$ cat src/hw/nco_pkg.sv
package nco_pkg;

   // ----------------------------------------
   // Widths
   // ----------------------------------------
   localparam int ACC_W = 32;             // Phase accumulator precision A
   localparam int FM_W = 32;              // Modulator resolution F
   localparam int PM_W = 16;              // Modulator precision P
   localparam int MAG_W = 16;             // Magnitude precision M
   localparam int HOP_DEPTH = 16;         // Hopping register depth
   localparam int SEL_W = $clog2(HOP_DEPTH);
   localparam int CHANNELS = 4;           // Interleaved channels
   localparam int CH_W = $clog2(CHANNELS);
   localparam int SLOT_W = 5;
   localparam int LUT_W = 16;             // Phase bits that reach the amplitude stage
   localparam int LFSR_W = 16;
   localparam int DITHER_W = 4;           // Phase LSBs disturbed by dither

   // ----------------------------------------
   // Build options
   // ----------------------------------------
   typedef enum logic [1:0] {
      ARCH_SINGLE_LOGIC = 2'b00,
      ARCH_SINGLE_DED = 2'b01,
      ARCH_TWO_CYCLE = 2'b10,
      ARCH_SERIAL = 2'b11
   } arch_t;

   localparam arch_t ARCH = ARCH_SINGLE_DED;
   localparam bit dual_output_option = 1'b1;
   localparam bit FM_ENABLE = 1'b1;
   localparam bit PM_ENABLE = 1'b1;
   localparam bit HOP_ENABLE = 1'b0;
   localparam bit DITHER_ENABLE = 1'b1;
   localparam int FM_PIPE = 1;
   localparam int PM_PIPE = 1;

   // ----------------------------------------
   // Latency figures
   // ----------------------------------------
   localparam int DITHER_LAT_OFF = 0;
   localparam int DITHER_LAT_ON = 2;
   localparam int BASE_SINGLE_LOGIC = 11;
   localparam int MAX_SINGLE_LOGIC = 17;
   localparam int BASE_DED_SPECIAL = 8;
   localparam int BASE_DED = 10;
   localparam int MAX_DED = 16;
   localparam int BASE_TWO_CYCLE = 15;
   localparam int SERIAL_BASE_ADD = 2;    // Serial base is 2N + 2
   localparam int SPECIAL_LO = 9;
   localparam int SPECIAL_HI = 18;
   localparam int TWO_CYCLE_CPO = 2;

   localparam bit SPECIAL_CASE = (MAG_W >= SPECIAL_LO) && (MAG_W <= SPECIAL_HI) && dual_output_option;

   localparam int BASE_LAT = (ARCH == ARCH_SINGLE_LOGIC) ? BASE_SINGLE_LOGIC :
                             (ARCH == ARCH_SINGLE_DED) ? (SPECIAL_CASE ? BASE_DED_SPECIAL : BASE_DED) :
                             (ARCH == ARCH_TWO_CYCLE) ? BASE_TWO_CYCLE : 2 * MAG_W + SERIAL_BASE_ADD;
   localparam int ADD_LAT = (DITHER_ENABLE ? DITHER_LAT_ON : DITHER_LAT_OFF)
                            + (FM_ENABLE ? FM_PIPE : 0) + (PM_ENABLE ? PM_PIPE : 0);
   localparam int TOTAL_LAT = BASE_LAT + ((ARCH == ARCH_SERIAL) ? ADD_LAT * MAG_W : ADD_LAT);
   localparam int CPO = (ARCH == ARCH_TWO_CYCLE) ? TWO_CYCLE_CPO : (ARCH == ARCH_SERIAL) ? MAG_W : 1;

   // ----------------------------------------
   // Amplitude stage
   // ----------------------------------------
   localparam logic [LUT_W-1:0] QUARTER_TURN = 16'h4000;
   localparam logic [LUT_W-1:0] HALF_SPAN = 16'h8000;
   localparam int PAR_SHIFT = 13;
   localparam logic [MAG_W-1:0] MAG_LIMIT = 16'h7fff;
   localparam logic [LFSR_W-1:0] LFSR_SEED = 16'hace1;
   localparam logic [LFSR_W-1:0] LFSR_TAPS = 16'hb400;

   // ----------------------------------------
   // Controller register map (byte offsets)
   // ----------------------------------------
   localparam int WB_AW = 8;
   localparam logic [WB_AW-1:0] REG_CTRL = 8'h00;
   localparam logic [WB_AW-1:0] REG_FREQ_SEL = 8'h04;
   localparam logic [WB_AW-1:0] REG_FREQ_MOD = 8'h08;
   localparam logic [WB_AW-1:0] REG_PHASE_MOD = 8'h0c;
   localparam logic [WB_AW-1:0] REG_HOP_ADDR = 8'h10;
   localparam logic [WB_AW-1:0] REG_HOP_DATA = 8'h14;
   localparam logic [WB_AW-1:0] REG_STATUS = 8'h18;
   localparam logic [WB_AW-1:0] REG_SAMPLE = 8'h1c;
   localparam logic [WB_AW-1:0] REG_INC_BASE = 8'h20;
   localparam int CTRL_RUN_BIT = 0;
   localparam int CTRL_HOLD_BIT = 1;
   localparam logic [1:0] CTRL_RESET_VAL = 2'h0;
   localparam int CNT_W = 16;

   typedef enum logic [1:0] {
      ST_RESET = 2'b00,
      ST_IDLE = 2'b01,
      ST_RUN = 2'b10
   } host_state_t;

endpackage

$ cat src/hw/nco_link_if.sv
interface nco_link_if (
   input wire logic clock
);
   import nco_pkg::*;

   logic resetN;
   logic clkEn;
   logic [ACC_W-1:0] phiInc;
   logic [FM_W-1:0] freqMod;
   logic [PM_W-1:0] phaseMod;
   logic [SEL_W-1:0] freqSel;
   logic [SEL_W-1:0] hopAddr;
   logic writeSig;
   logic [MAG_W-1:0] sinOut;
   logic [MAG_W-1:0] cosOut;
   logic outValid;

   modport oscillator (
      input clock, resetN, clkEn, phiInc, freqMod, phaseMod, freqSel, hopAddr, writeSig,
      output sinOut, cosOut, outValid
   );

   modport source (
      input clock, sinOut, cosOut, outValid,
      output resetN, clkEn, phiInc, freqMod, phaseMod, freqSel, hopAddr, writeSig
   );
endinterface

$ cat src/hw/sine_shaper.sv
// Parabolic sine approximation, one half-wave per sign
module sine_shaper (
   input wire logic [nco_pkg::LUT_W-1:0] phase,
   output logic [nco_pkg::MAG_W-1:0] amplitude
);
   import nco_pkg::*;

   logic [LUT_W-2:0] frac;
   logic [LUT_W-1:0] rest;
   logic [2*LUT_W-1:0] prod;
   logic [2*LUT_W-1:0] scaled;
   logic [MAG_W-1:0] mag;

   // ----------------------------------------
   // u * (1 - u) per half turn
   // ----------------------------------------
   // Cheap and multiplier-only; error near 5 percent, fine for a timing model
   always_comb begin
      frac = phase[LUT_W-2:0];
      rest = HALF_SPAN - {1'b0, frac};
      prod = {{(LUT_W+1){1'b0}}, frac} * {{LUT_W{1'b0}}, rest};
      scaled = prod >> PAR_SHIFT;
      mag = (scaled > {{LUT_W{1'b0}}, MAG_LIMIT}) ? MAG_LIMIT : scaled[MAG_W-1:0];
      amplitude = phase[LUT_W-1] ? (~mag + 1'b1) : mag;
   end
endmodule

$ cat src/hw/nco_oscillator.sv
// Function
// - Frequency modulation word F bits wide
// - Selector picks stored increment when hopping
// - Phase offset word P bits wide
// - Phase increment input A bits wide
// - Write strobe stores a hopping register
// - Sine M bits, cosine only if dual
// - Valid flag marks sample on outputs
// - Single-cycle builds give one sample per clock
// - Source holds modulation with matching increment
// - Two-cycle build: one sample per two
// - Serial build: one sample per N
// - Sink qualifies samples with valid flag
// - Latency sums base, dither, modulation pipes
// - Dither adds zero or two cycles
// - Logic-cell multiplier base latency eleven
// - Dedicated special case base latency eight
// - Dedicated otherwise base latency ten
// - Channel zero taken first after reset
// - Valid first rises with channel zero
// - Channels interleave, each every M cycles; this build serves each channel every CHANNELS (4) enabled cycles
module nco_oscillator (
   nco_link_if.oscillator link
);
   import nco_pkg::*;

   // ----------------------------------------
   // Pipeline depth
   // ----------------------------------------
   // Phase register and output register account for two of the stages
   localparam int DLY = TOTAL_LAT - 2;

   logic [SLOT_W-1:0] slotFf;
   logic [CH_W-1:0] chanFf;
   logic [ACC_W-1:0] accFf [CHANNELS];
   logic [ACC_W-1:0] hopFf [HOP_DEPTH];
   logic [ACC_W-1:0] phaseFf;
   logic phaseValidFf;
   logic [ACC_W-1:0] dlyPhaseFf [DLY];
   logic dlyValidFf [DLY];
   logic [LFSR_W-1:0] lfsrFf;
   logic [MAG_W-1:0] sinFf;
   logic [MAG_W-1:0] cosFf;
   logic outValidFf;

   logic accept;
   logic [ACC_W-1:0] baseInc;
   logic [ACC_W-1:0] stepInc;
   logic [ACC_W-1:0] nxt_acc;
   logic [ACC_W-1:0] phaseOffset;
   logic [ACC_W-1:0] tailPhase;
   logic tailValid;
   logic [ACC_W-1:0] ditheredPhase;
   logic [LUT_W-1:0] lutPhase;
   logic [MAG_W-1:0] sinWave;
   logic [MAG_W-1:0] cosWave;

   // ----------------------------------------
   // Input slot timing
   // ----------------------------------------
   // One accept slot every CPO enabled cycles; slot 0 is the first enabled edge
   always_ff @(posedge link.clock or negedge link.resetN) begin
      if (!link.resetN) begin
         slotFf <= '0;
      end else if (link.clkEn) begin
         if (slotFf == SLOT_W'(CPO - 1)) begin
            slotFf <= '0;
         end else begin
            slotFf <= slotFf + 1'b1;
         end
      end
   end

   assign accept = link.clkEn && (slotFf == '0);

   // Channel pointer starts at zero so the first accepted word is channel 0
   always_ff @(posedge link.clock or negedge link.resetN) begin
      if (!link.resetN) begin
         chanFf <= '0;
      end else if (accept) begin
         chanFf <= (chanFf == CH_W'(CHANNELS - 1)) ? '0 : chanFf + 1'b1;
      end
   end

   // ----------------------------------------
   // Frequency hopping registers
   // ----------------------------------------
   // Stored on the strobe alone; a write is not held off by the clock enable
   always_ff @(posedge link.clock or negedge link.resetN) begin
      if (!link.resetN) begin
         for (int i = 0; i < HOP_DEPTH; i++) begin
            hopFf[i] <= '0;
         end
      end else if (HOP_ENABLE && link.writeSig) begin
         hopFf[link.hopAddr] <= link.phiInc;
      end
   end

   // ----------------------------------------
   // Increment selection and modulation
   // ----------------------------------------
   always_comb begin
      baseInc = HOP_ENABLE ? hopFf[link.freqSel] : link.phiInc;
      stepInc = FM_ENABLE ? (baseInc + ACC_W'(link.freqMod)) : baseInc;
      nxt_acc = accFf[chanFf] + stepInc;
      phaseOffset = PM_ENABLE ? {link.phaseMod, {(ACC_W - PM_W){1'b0}}} : '0;
   end

   // Per-channel accumulators; only the channel in its slot moves
   always_ff @(posedge link.clock or negedge link.resetN) begin
      if (!link.resetN) begin
         for (int i = 0; i < CHANNELS; i++) begin
            accFf[i] <= '0;
         end
      end else if (accept) begin
         accFf[chanFf] <= nxt_acc;
      end
   end

   // First pipeline stage: modulated phase plus its valid mark
   always_ff @(posedge link.clock or negedge link.resetN) begin
      if (!link.resetN) begin
         phaseFf <= '0;
         phaseValidFf <= 1'b0;
      end else if (link.clkEn) begin
         phaseFf <= nxt_acc + phaseOffset;
         phaseValidFf <= accept;
      end
   end

   // ----------------------------------------
   // Latency delay line
   // ----------------------------------------
   // Whole line stalls with the clock enable, so no sample is dropped
   generate
      for (genvar s = 0; s < DLY; s++) begin : g_stage
         logic [ACC_W-1:0] stagePhase;
         logic stageValid;

         // Head stage takes the phase register; no stage ever indexes below zero
         if (s == 0) begin : g_head
            assign stagePhase = phaseFf;
            assign stageValid = phaseValidFf;
         end else begin : g_body
            assign stagePhase = dlyPhaseFf[s-1];
            assign stageValid = dlyValidFf[s-1];
         end

         always_ff @(posedge link.clock or negedge link.resetN) begin
            if (!link.resetN) begin
               dlyPhaseFf[s] <= '0;
               dlyValidFf[s] <= 1'b0;
            end else if (link.clkEn) begin
               dlyPhaseFf[s] <= stagePhase;
               dlyValidFf[s] <= stageValid;
            end
         end
      end
   endgenerate

   assign tailPhase = dlyPhaseFf[DLY-1];
   assign tailValid = dlyValidFf[DLY-1];

   // ----------------------------------------
   // Phase dither
   // ----------------------------------------
   // Galois LFSR spreads truncation spurs over the low phase bits
   always_ff @(posedge link.clock or negedge link.resetN) begin
      if (!link.resetN) begin
         lfsrFf <= LFSR_SEED;
      end else if (link.clkEn) begin
         lfsrFf <= (lfsrFf >> 1) ^ (lfsrFf[0] ? LFSR_TAPS : '0);
      end
   end

   always_comb begin
      ditheredPhase = tailPhase;
      if (DITHER_ENABLE) begin
         ditheredPhase = tailPhase + ACC_W'(lfsrFf[DITHER_W-1:0]);
      end
      lutPhase = ditheredPhase[ACC_W-1 -: LUT_W];
   end

   // ----------------------------------------
   // Amplitude stage
   // ----------------------------------------
   sine_shaper u_sine (
      .phase (lutPhase),
      .amplitude (sinWave)
   );

   sine_shaper u_cosine (
      .phase (lutPhase + QUARTER_TURN),
      .amplitude (cosWave)
   );

   // ----------------------------------------
   // Output registers
   // ----------------------------------------
   // Samples may move while valid is low; the sink must look at valid
   always_ff @(posedge link.clock or negedge link.resetN) begin
      if (!link.resetN) begin
         sinFf <= '0;
         cosFf <= '0;
         outValidFf <= 1'b0;
      end else if (link.clkEn) begin
         sinFf <= sinWave;
         cosFf <= dual_output_option ? cosWave : '0;
         outValidFf <= tailValid;
      end else begin
         outValidFf <= 1'b0;  // Stalled cycles carry no new sample
      end
   end

   assign link.sinOut = sinFf;
   assign link.cosOut = cosFf;
   assign link.outValid = outValidFf;
endmodule

$ cat src/flat_wrapper.sv
// flat-port wrapper written by rule: the top's interface ports become plain ports
module nco_oscillator_flat import nco_pkg::*;
  (clock, link_resetN, link_clkEn, link_phiInc, link_freqMod, link_phaseMod, link_freqSel, link_hopAddr, link_writeSig, link_sinOut, link_cosOut, link_outValid);
  nco_link_if link_i (.clock(clock));
  input wire logic clock;
  input wire logic [$bits(link_i.resetN)-1:0] link_resetN;
  input wire logic [$bits(link_i.clkEn)-1:0] link_clkEn;
  input wire logic [$bits(link_i.phiInc)-1:0] link_phiInc;
  input wire logic [$bits(link_i.freqMod)-1:0] link_freqMod;
  input wire logic [$bits(link_i.phaseMod)-1:0] link_phaseMod;
  input wire logic [$bits(link_i.freqSel)-1:0] link_freqSel;
  input wire logic [$bits(link_i.hopAddr)-1:0] link_hopAddr;
  input wire logic [$bits(link_i.writeSig)-1:0] link_writeSig;
  output wire logic [$bits(link_i.sinOut)-1:0] link_sinOut;
  output wire logic [$bits(link_i.cosOut)-1:0] link_cosOut;
  output wire logic [$bits(link_i.outValid)-1:0] link_outValid;
  assign link_i.resetN = link_resetN;
  assign link_i.clkEn = link_clkEn;
  assign link_i.phiInc = link_phiInc;
  assign link_i.freqMod = link_freqMod;
  assign link_i.phaseMod = link_phaseMod;
  assign link_i.freqSel = link_freqSel;
  assign link_i.hopAddr = link_hopAddr;
  assign link_i.writeSig = link_writeSig;
  assign link_sinOut = link_i.sinOut;
  assign link_cosOut = link_i.cosOut;
  assign link_outValid = link_i.outValid;
  nco_oscillator u_core (.link(link_i));
endmodule
$ cat config.mk
export PLATFORM = sky130hd
export DESIGN_NAME = nco_oscillator_flat
export DESIGN_NICKNAME = d
export VERILOG_FILES = /design/src/hw/nco_pkg.sv /design/src/hw/nco_link_if.sv /design/src/hw/sine_shaper.sv /design/src/hw/nco_oscillator.sv /design/src/flat_wrapper.sv
export SDC_FILE = /design/constraint.sdc
export NUM_CORES = 2
export LEC_CHECK = 0
export ABC_AREA = 1
export BUFFER_PORTS_ARGS = -buffer_cell sky130_fd_sc_hd__buf_2
export CAP_MARGIN = 20
export CORE_ASPECT_RATIO = 0.75
export CORE_MARGIN = 3
export CORE_UTILIZATION = 65
export CTS_CLUSTER_SIZE = 40
export DETAILED_ROUTE_END_ITERATION = 6
export PLACE_DENSITY = 0.8
export SYNTH_ARGS = -nofsm -noshare
export SYNTH_HDL_FRONTEND = slang
export SYNTH_SLANG_ARGS = --single-unit
$ cat constraint.sdc
create_clock -name clock -period 26.3 [get_ports clock]
set_input_delay 2.63 -clock clock [delete_from_list [all_inputs] [get_ports clock]]
set_output_delay 2.63 -clock clock [all_outputs]
set_load 0.01 [all_outputs]
* After elaboration in Yosys (flattened, before gate mapping) *
Index checks and enable logic that the tools add are counted.

storage, ports and cells
  bits of input ports = 92
  bits in writable memories = 0
  register bits = 547
  output and inout port bits = 33
  bits in read-only memories = 0
  latch bits = 0
  memories = 0

operators by class
  divide/modulo/power cells = 0
  bitwise operators = 4
  shifts and indexed selects = 0
  mux-type cells = 14
  equal/unequal tests = 1
  $lt $le $gt $ge = 4
  multiply operators = 2
  $add $sub $neg = 11
  reductions and logical operators = 3

operators with widths
  kind                                                                               count
  128-bit bitwise mux                                                                1
  32-bit adder                                                                       3
  32-bit 2-to-1 mux                                                                  3
  16-bit 2-to-1 mux                                                                  5
  32-bit binary-select mux with 2-bit select                                         1
  32-bit demux with 2-bit select                                                     1
  15-bit by 16-bit multiplier with 31-bit output                                     2
  18-bit by 15-bit greater-than comparator with 1-bit output, second input constant  2
  16-bit by 1-bit adder with 16-bit output, second input constant                    2
  32-bit by 4-bit adder with 32-bit output                                           1
  16-bit NOT                                                                         2
  16-bit by 15-bit subtractor with 16-bit output, first input constant               2
  16-bit by 15-bit adder with 16-bit output, second input constant                   1
  15-bit by 16-bit bitwise XOR with 16-bit output                                    1
  5-bit by 1-bit adder with 5-bit output, second input constant                      1
  5-bit zero test                                                                    1
  5-bit 2-to-1 mux                                                                   1
  3-bit greater-or-equal comparator, second input constant                           1
  3-bit by 1-bit < comparator with 1-bit output, second input constant               1
  2-bit NOT with 3-bit output                                                        1
  2-bit by 1-bit adder with 2-bit output, second input constant                      1
  2-bit == test, second input constant                                               1
  1-bit logical AND                                                                  2
  2-bit 2-to-1 mux                                                                   1
  1-bit 2-to-1 mux                                                                   1

* Depth between registers and ports, before layout *
  depth in word-level cells = 9
  depth in mapped cells = 59
  gate-level depth less buffers = 57

* Modules after synthesis *
Synthesis repeated with hierarchy kept, for this count alone.

unflattened totals
  cells, all modules = 5532
  area, all modules = 43210.2 sq um

modules (own cells, without submodules)
  module                          instances  area an instance (sq um)  seq. area each (sq um)  cells each
  nco_oscillator                  1          25115.3                   13698.1                 3020
  sine_shaper at u_core.u_sine    1          9110.0                    0.0                     1256
  sine_shaper at u_core.u_cosine  1          8984.9                    0.0                     1256

* Worst setup path before layout *
No wires, ideal clock.

  path kind = register to register
  from = reg u_core.dlyPhaseFf, in the netlist u_core.tailPhase[3]
  to = reg u_core.cosFf[12] (netlist: u_core.link.cosOut[12])
  path buffers = 3
  data arrival time = 8849 ps
  cell stages (with the launch flop) = 56
  period minus slack after synthesis = 8967 ps
  path slack = 17333 ps
  path through = dfrtp_1 -> ha_1 -> nand2_1 -> nand2_1 -> a31oi_1 -> inv_2 -> nand2_1 -> o21ai_0 -> nand2_1 -> buf_1 -> ha_1 -> nand3_1 -> nor2_2 -> nand2_1 -> nor2_2 -> nand2_1 -> nor2_1 -> ha_1 -> [20 not listed] -> nand3_1 -> nand2_1 -> nand2_1 -> nand2_2 -> nor2_4 -> buf_2 -> nand2_1 -> inv_1 -> ha_1 -> inv_1 -> nor2_1 -> nand3_1 -> nor2_2 -> nand3_1 -> nand2_1 -> nand3_1 -> nand3_1 -> nand2_1

between the ends
  word-level cells in the longest chain between the ends = 9

ends and longest elaborated chain
  item                                                        line                   source
  start, declared                                             nco_oscillator.sv:39   logic [ACC_W-1:0] dlyPhaseFf [DLY];
  start signal, assigned by index                             nco_oscillator.sv:154  dlyPhaseFf[s] <= stagePhase;
  32-bit by 4-bit adder with 32-bit output (*)                nco_oscillator.sv:179  ditheredPhase = tailPhase + ACC_W'(lfsrFf[DITHER_W-1:0]);
  16-bit by 15-bit adder with 16-bit output (*)               nco_oscillator.sv:193  .phase (lutPhase + QUARTER_TURN),
  16-bit by 15-bit subtractor with 16-bit output              sine_shaper.sv:20      rest = HALF_SPAN - {1'b0, frac};
  15-bit by 16-bit multiplier with 31-bit output              sine_shaper.sv:21      prod = {{(LUT_W+1){1'b0}}, frac} * {{LUT_W{1'b0}}, rest};
  18-bit by 15-bit greater-than comparator with 1-bit output  sine_shaper.sv:23      mag = (scaled > {{LUT_W{1'b0}}, MAG_LIMIT}) ? MAG_LIMIT : scaled[MAG_W-1:0];
  16-bit 2-to-1 mux                                           sine_shaper.sv:23
  16-bit NOT                                                  sine_shaper.sv:24      amplitude = phase[LUT_W-1] ? (~mag + 1'b1) : mag;
  16-bit by 1-bit adder with 16-bit output                    sine_shaper.sv:24
  16-bit 2-to-1 mux (*)                                       sine_shaper.sv:24
  end signal, assigned                                        nco_oscillator.sv:208  cosFf <= dual_output_option ? cosWave : '0;
  end, declared                                               nco_oscillator.sv:43   logic [MAG_W-1:0] cosFf;

Mark *: on every way between the ends. The rest lies on a longest branch, timed or not.
A chain may end at the register's enable or synchronous reset.

* Worst setup path after layout *
  from = reg u_core.lfsrFf[1]
  to = reg u_core.cosFf[14] (netlist: u_core.link.cosOut[14])

between the ends
  word-level cells in the longest chain between the ends = 9

ends and longest elaborated chain
  item                                                        line                   source
  start, declared                                             nco_oscillator.sv:41   logic [LFSR_W-1:0] lfsrFf;
  start signal, assigned                                      nco_oscillator.sv:172  lfsrFf <= (lfsrFf >> 1) ^ (lfsrFf[0] ? LFSR_TAPS : '0);
  32-bit by 4-bit adder with 32-bit output (*)                nco_oscillator.sv:179
  16-bit by 15-bit adder with 16-bit output (*)               nco_oscillator.sv:193
  16-bit by 15-bit subtractor with 16-bit output              sine_shaper.sv:20
  15-bit by 16-bit multiplier with 31-bit output              sine_shaper.sv:21
  18-bit by 15-bit greater-than comparator with 1-bit output  sine_shaper.sv:23
  16-bit 2-to-1 mux                                           sine_shaper.sv:23
  16-bit NOT                                                  sine_shaper.sv:24
  16-bit by 1-bit adder with 16-bit output                    sine_shaper.sv:24
  16-bit 2-to-1 mux (*)                                       sine_shaper.sv:24

Marked as above.

==> flow_summary.ini <==
[routing]
first_pass_iters = 7
drtIter0Drc = 3131
drc = 0
routed_wirelength_um = 97220
vias = 30410
avgViaCountPerCell = 5.607
wl_per_cell_um = 17.93
antenna_left = 0

[sta]
fin_tns_setup_ns = 0
clock_skew_ns = 0.04161
finalHoldViolCount = 0
maxSlewViolCount = 0
tightest_slew_ns = 1.041
relSlewSlack_pct = 30.58
setup_violations = 0
fmaxAchievable_mhz = 82.30
fin_crit_sh_pct = 46.20
rsz0062_at_grt = no
worst_slack_ns = 14.15
hold_slack_ns = 0.4647
fin_crit_ns = 12.15

[clock_network]
cts_buffers = 51
cts-root-buf = clkbuf_16
path_clk_slew_ns = 0.06
clk_latency_ns = 0.61
cts_tree = done
holdBufCountCts = 0
htreeDepth = 2
cts_sinks = 547
post_cts_buffers = 0
cts_max_path_buffers = 3
cts_resized = 0

[floorplan]
dieArea_mm2 = 0.06092
ioPinCount = 125
num_rows = 75
die_h_um = 214.5
dieWidth_um = 284
initial_core_util_pct = 66.58
fp.coreArea_mm2 = 0.05659

[synth]
synth_area_mm2 = 0.03768
syn_avg_cell_area_um2 = 8.253
synth_edf_count = 0
synth_cell_types = 61
synth_cells = 4565
ys.flop_type = dfrtp_1
yosysTopAreaCell = dfrtp_1
synth-seq-cells = 547
synth_top_area_share_pct = 35.80
synth_area_leaders = dfrtp_1 (36%), fa_1 (16%), nand2_1 (12%)
synth_async_sr_flop_share_pct = 100.0
ys_seq_area_share_pct = 36.36
yosys_warnings = 0

[cells_and_area]
layout-drive-gt1-share_pct = 6.791
area_delta_synth_final_pct = 7.798
finalNetCount = 5222
fillers = 4502
final_common_cell = nand2_1
multi_input_area_mm2 = 0.02077
final_util_pct = 71.77
regArea_mm2 = 0.01370
layout_common_cells = nand2_1 (1,238), inv_1 (678), dfrtp_1 (538), o21ai_0 (501), nor2_1 (345)
antenna_cells = 0

[placement]
portBuffers = 115
place_ws_ns = 14.68
hpwl_um = 72100
gp_congestion = 1.092

[worst_setup_path]
crit_path_end_kind = flip-flop
crit_fanout = 24
cpMostUsedCell = nand2_1
start_kind = flip-flop
crit_path_max_incr_delay_ns = 0.75
cp.required_ns = 26.80
crit_type = flip-flop to flip-flop
cpMaxStageDelayCell = xor2_2
worstPathArrival_ns = 12.65

[grt]
grt_pass1_wl_um = 155400
antenna_found_initial = 4
grt_pass1_vias = 28810
grt-ovfl-total = 0
grt_max_degree = 207
track_usage_pct = 32.13

[worst_hold_path]
worst_hold_path_type = flip-flop to flip-flop

[run_status]
status = completed

[run]
cap_violations = 0
## layer usage
layer,part of all wire (%),routed length [um],GRT usage (%)
met1,45,43410,49.00
met2,40,38990,43.66
met3,13,12350,11.77
met4,2.5,2415,7.711
met5,0.052,51,0
## metrics by stage
stage	cell area (um^2)	instances
final	40610	5423
after global routing	40610	5423
after CTS	40560	5421
after detailed placement	38840	5328
after global placement	38840	5328
after floorplan	37780	4593
## final timing paths
kind / cells past startpoint / startpoint / slack, ns / end
max: 51 / u_core.lfsrFf[1] / 14.15 / u_core.link.cosOut[14]
min: 2 / u_core.lfsrFf[6] / 0.46 / u_core.lfsrFf[6]
max reg2reg: 51 / u_core.lfsrFf[1] / 14.15 / u_core.link.cosOut[14]
min reg2reg: 2 / u_core.lfsrFf[6] / 0.46 / u_core.lfsrFf[6]
max in group asynchronous: 3 / link_resetN / 21.73 / u_core.g_stage[9].stagePhase[29]
min in group asynchronous: 1 / link_resetN / 2.09 / u_core.link.cosOut[7]
## area by class of cell
class	count	share of cell area [%]
Tap cell	770	2.372
Multi-Input combinational cell	3173	51.13
Sequential cell	547	33.73
Clock buffer	73	3.595
Timing Repair Buffer	139	2.039
Inverter	701	6.497
Clock inverter	20	0.6346
## critical path, delay by kind of cell (launching register included)
family / cells / cell delay, ns
AO/OA/AOI/OAI: 1 / 0.16
XOR/XNOR: 1 / 0.75
adder cells (fa/ha/maj): 10 / 4.56
buffers and inverters: 10 / 1.57
flip-flops: 1 / 0.40
AND/OR/NAND/NOR: 29 / 4.60
## cell families (layout without fill, tap and decap cells)
kind of cell	Yosys count	count (layout)	synth area share, %
AND/OR/NAND/NOR	1846	1846	19.99
other	2	30	0.01993
XOR/XNOR	88	88	2.086
adder cells (fa/ha/maj)	517	517	23.01
flip-flops	547	547	36.36
buffers and inverters	873	933	8.824
AO/OA/AOI/OAI	692	692	9.717
## synth_stat cells (14+ instances only)
cell,number
fa_1,293
a21o_1,14
nor2_1,345
nand2_2,14
xnor2_1,38
xor2_1,48
ha_1,224
o22ai_1,32
nor2_2,16
nand4_1,24
nand3_1,131
nand2_1,1238
nor3_1,25
dfrtp_1,539
inv_1,680
a21oi_1,94
clkbuf_1,142
o21ai_0,501
inv_2,17
## registers in the layout, summed over array words and instances, names as in the netlist
signal / cells
u_core.g_stage.stagePhase: 320
u_core.accFf: 128
u_core.tailPhase: 32
u_core.lfsrFf: 16
u_core.link.cosOut: 16
u_core.link.sinOut: 16
u_core.g_stage.stageValid: 10
u_core.slotFf: 5
u_core.chanFf: 2
u_core.link.outValid: 1
u_core.tailValid: 1
Power is not shown: default switching activity piles up to over one toggle a cycle in this logic, so the estimate is an artifact.
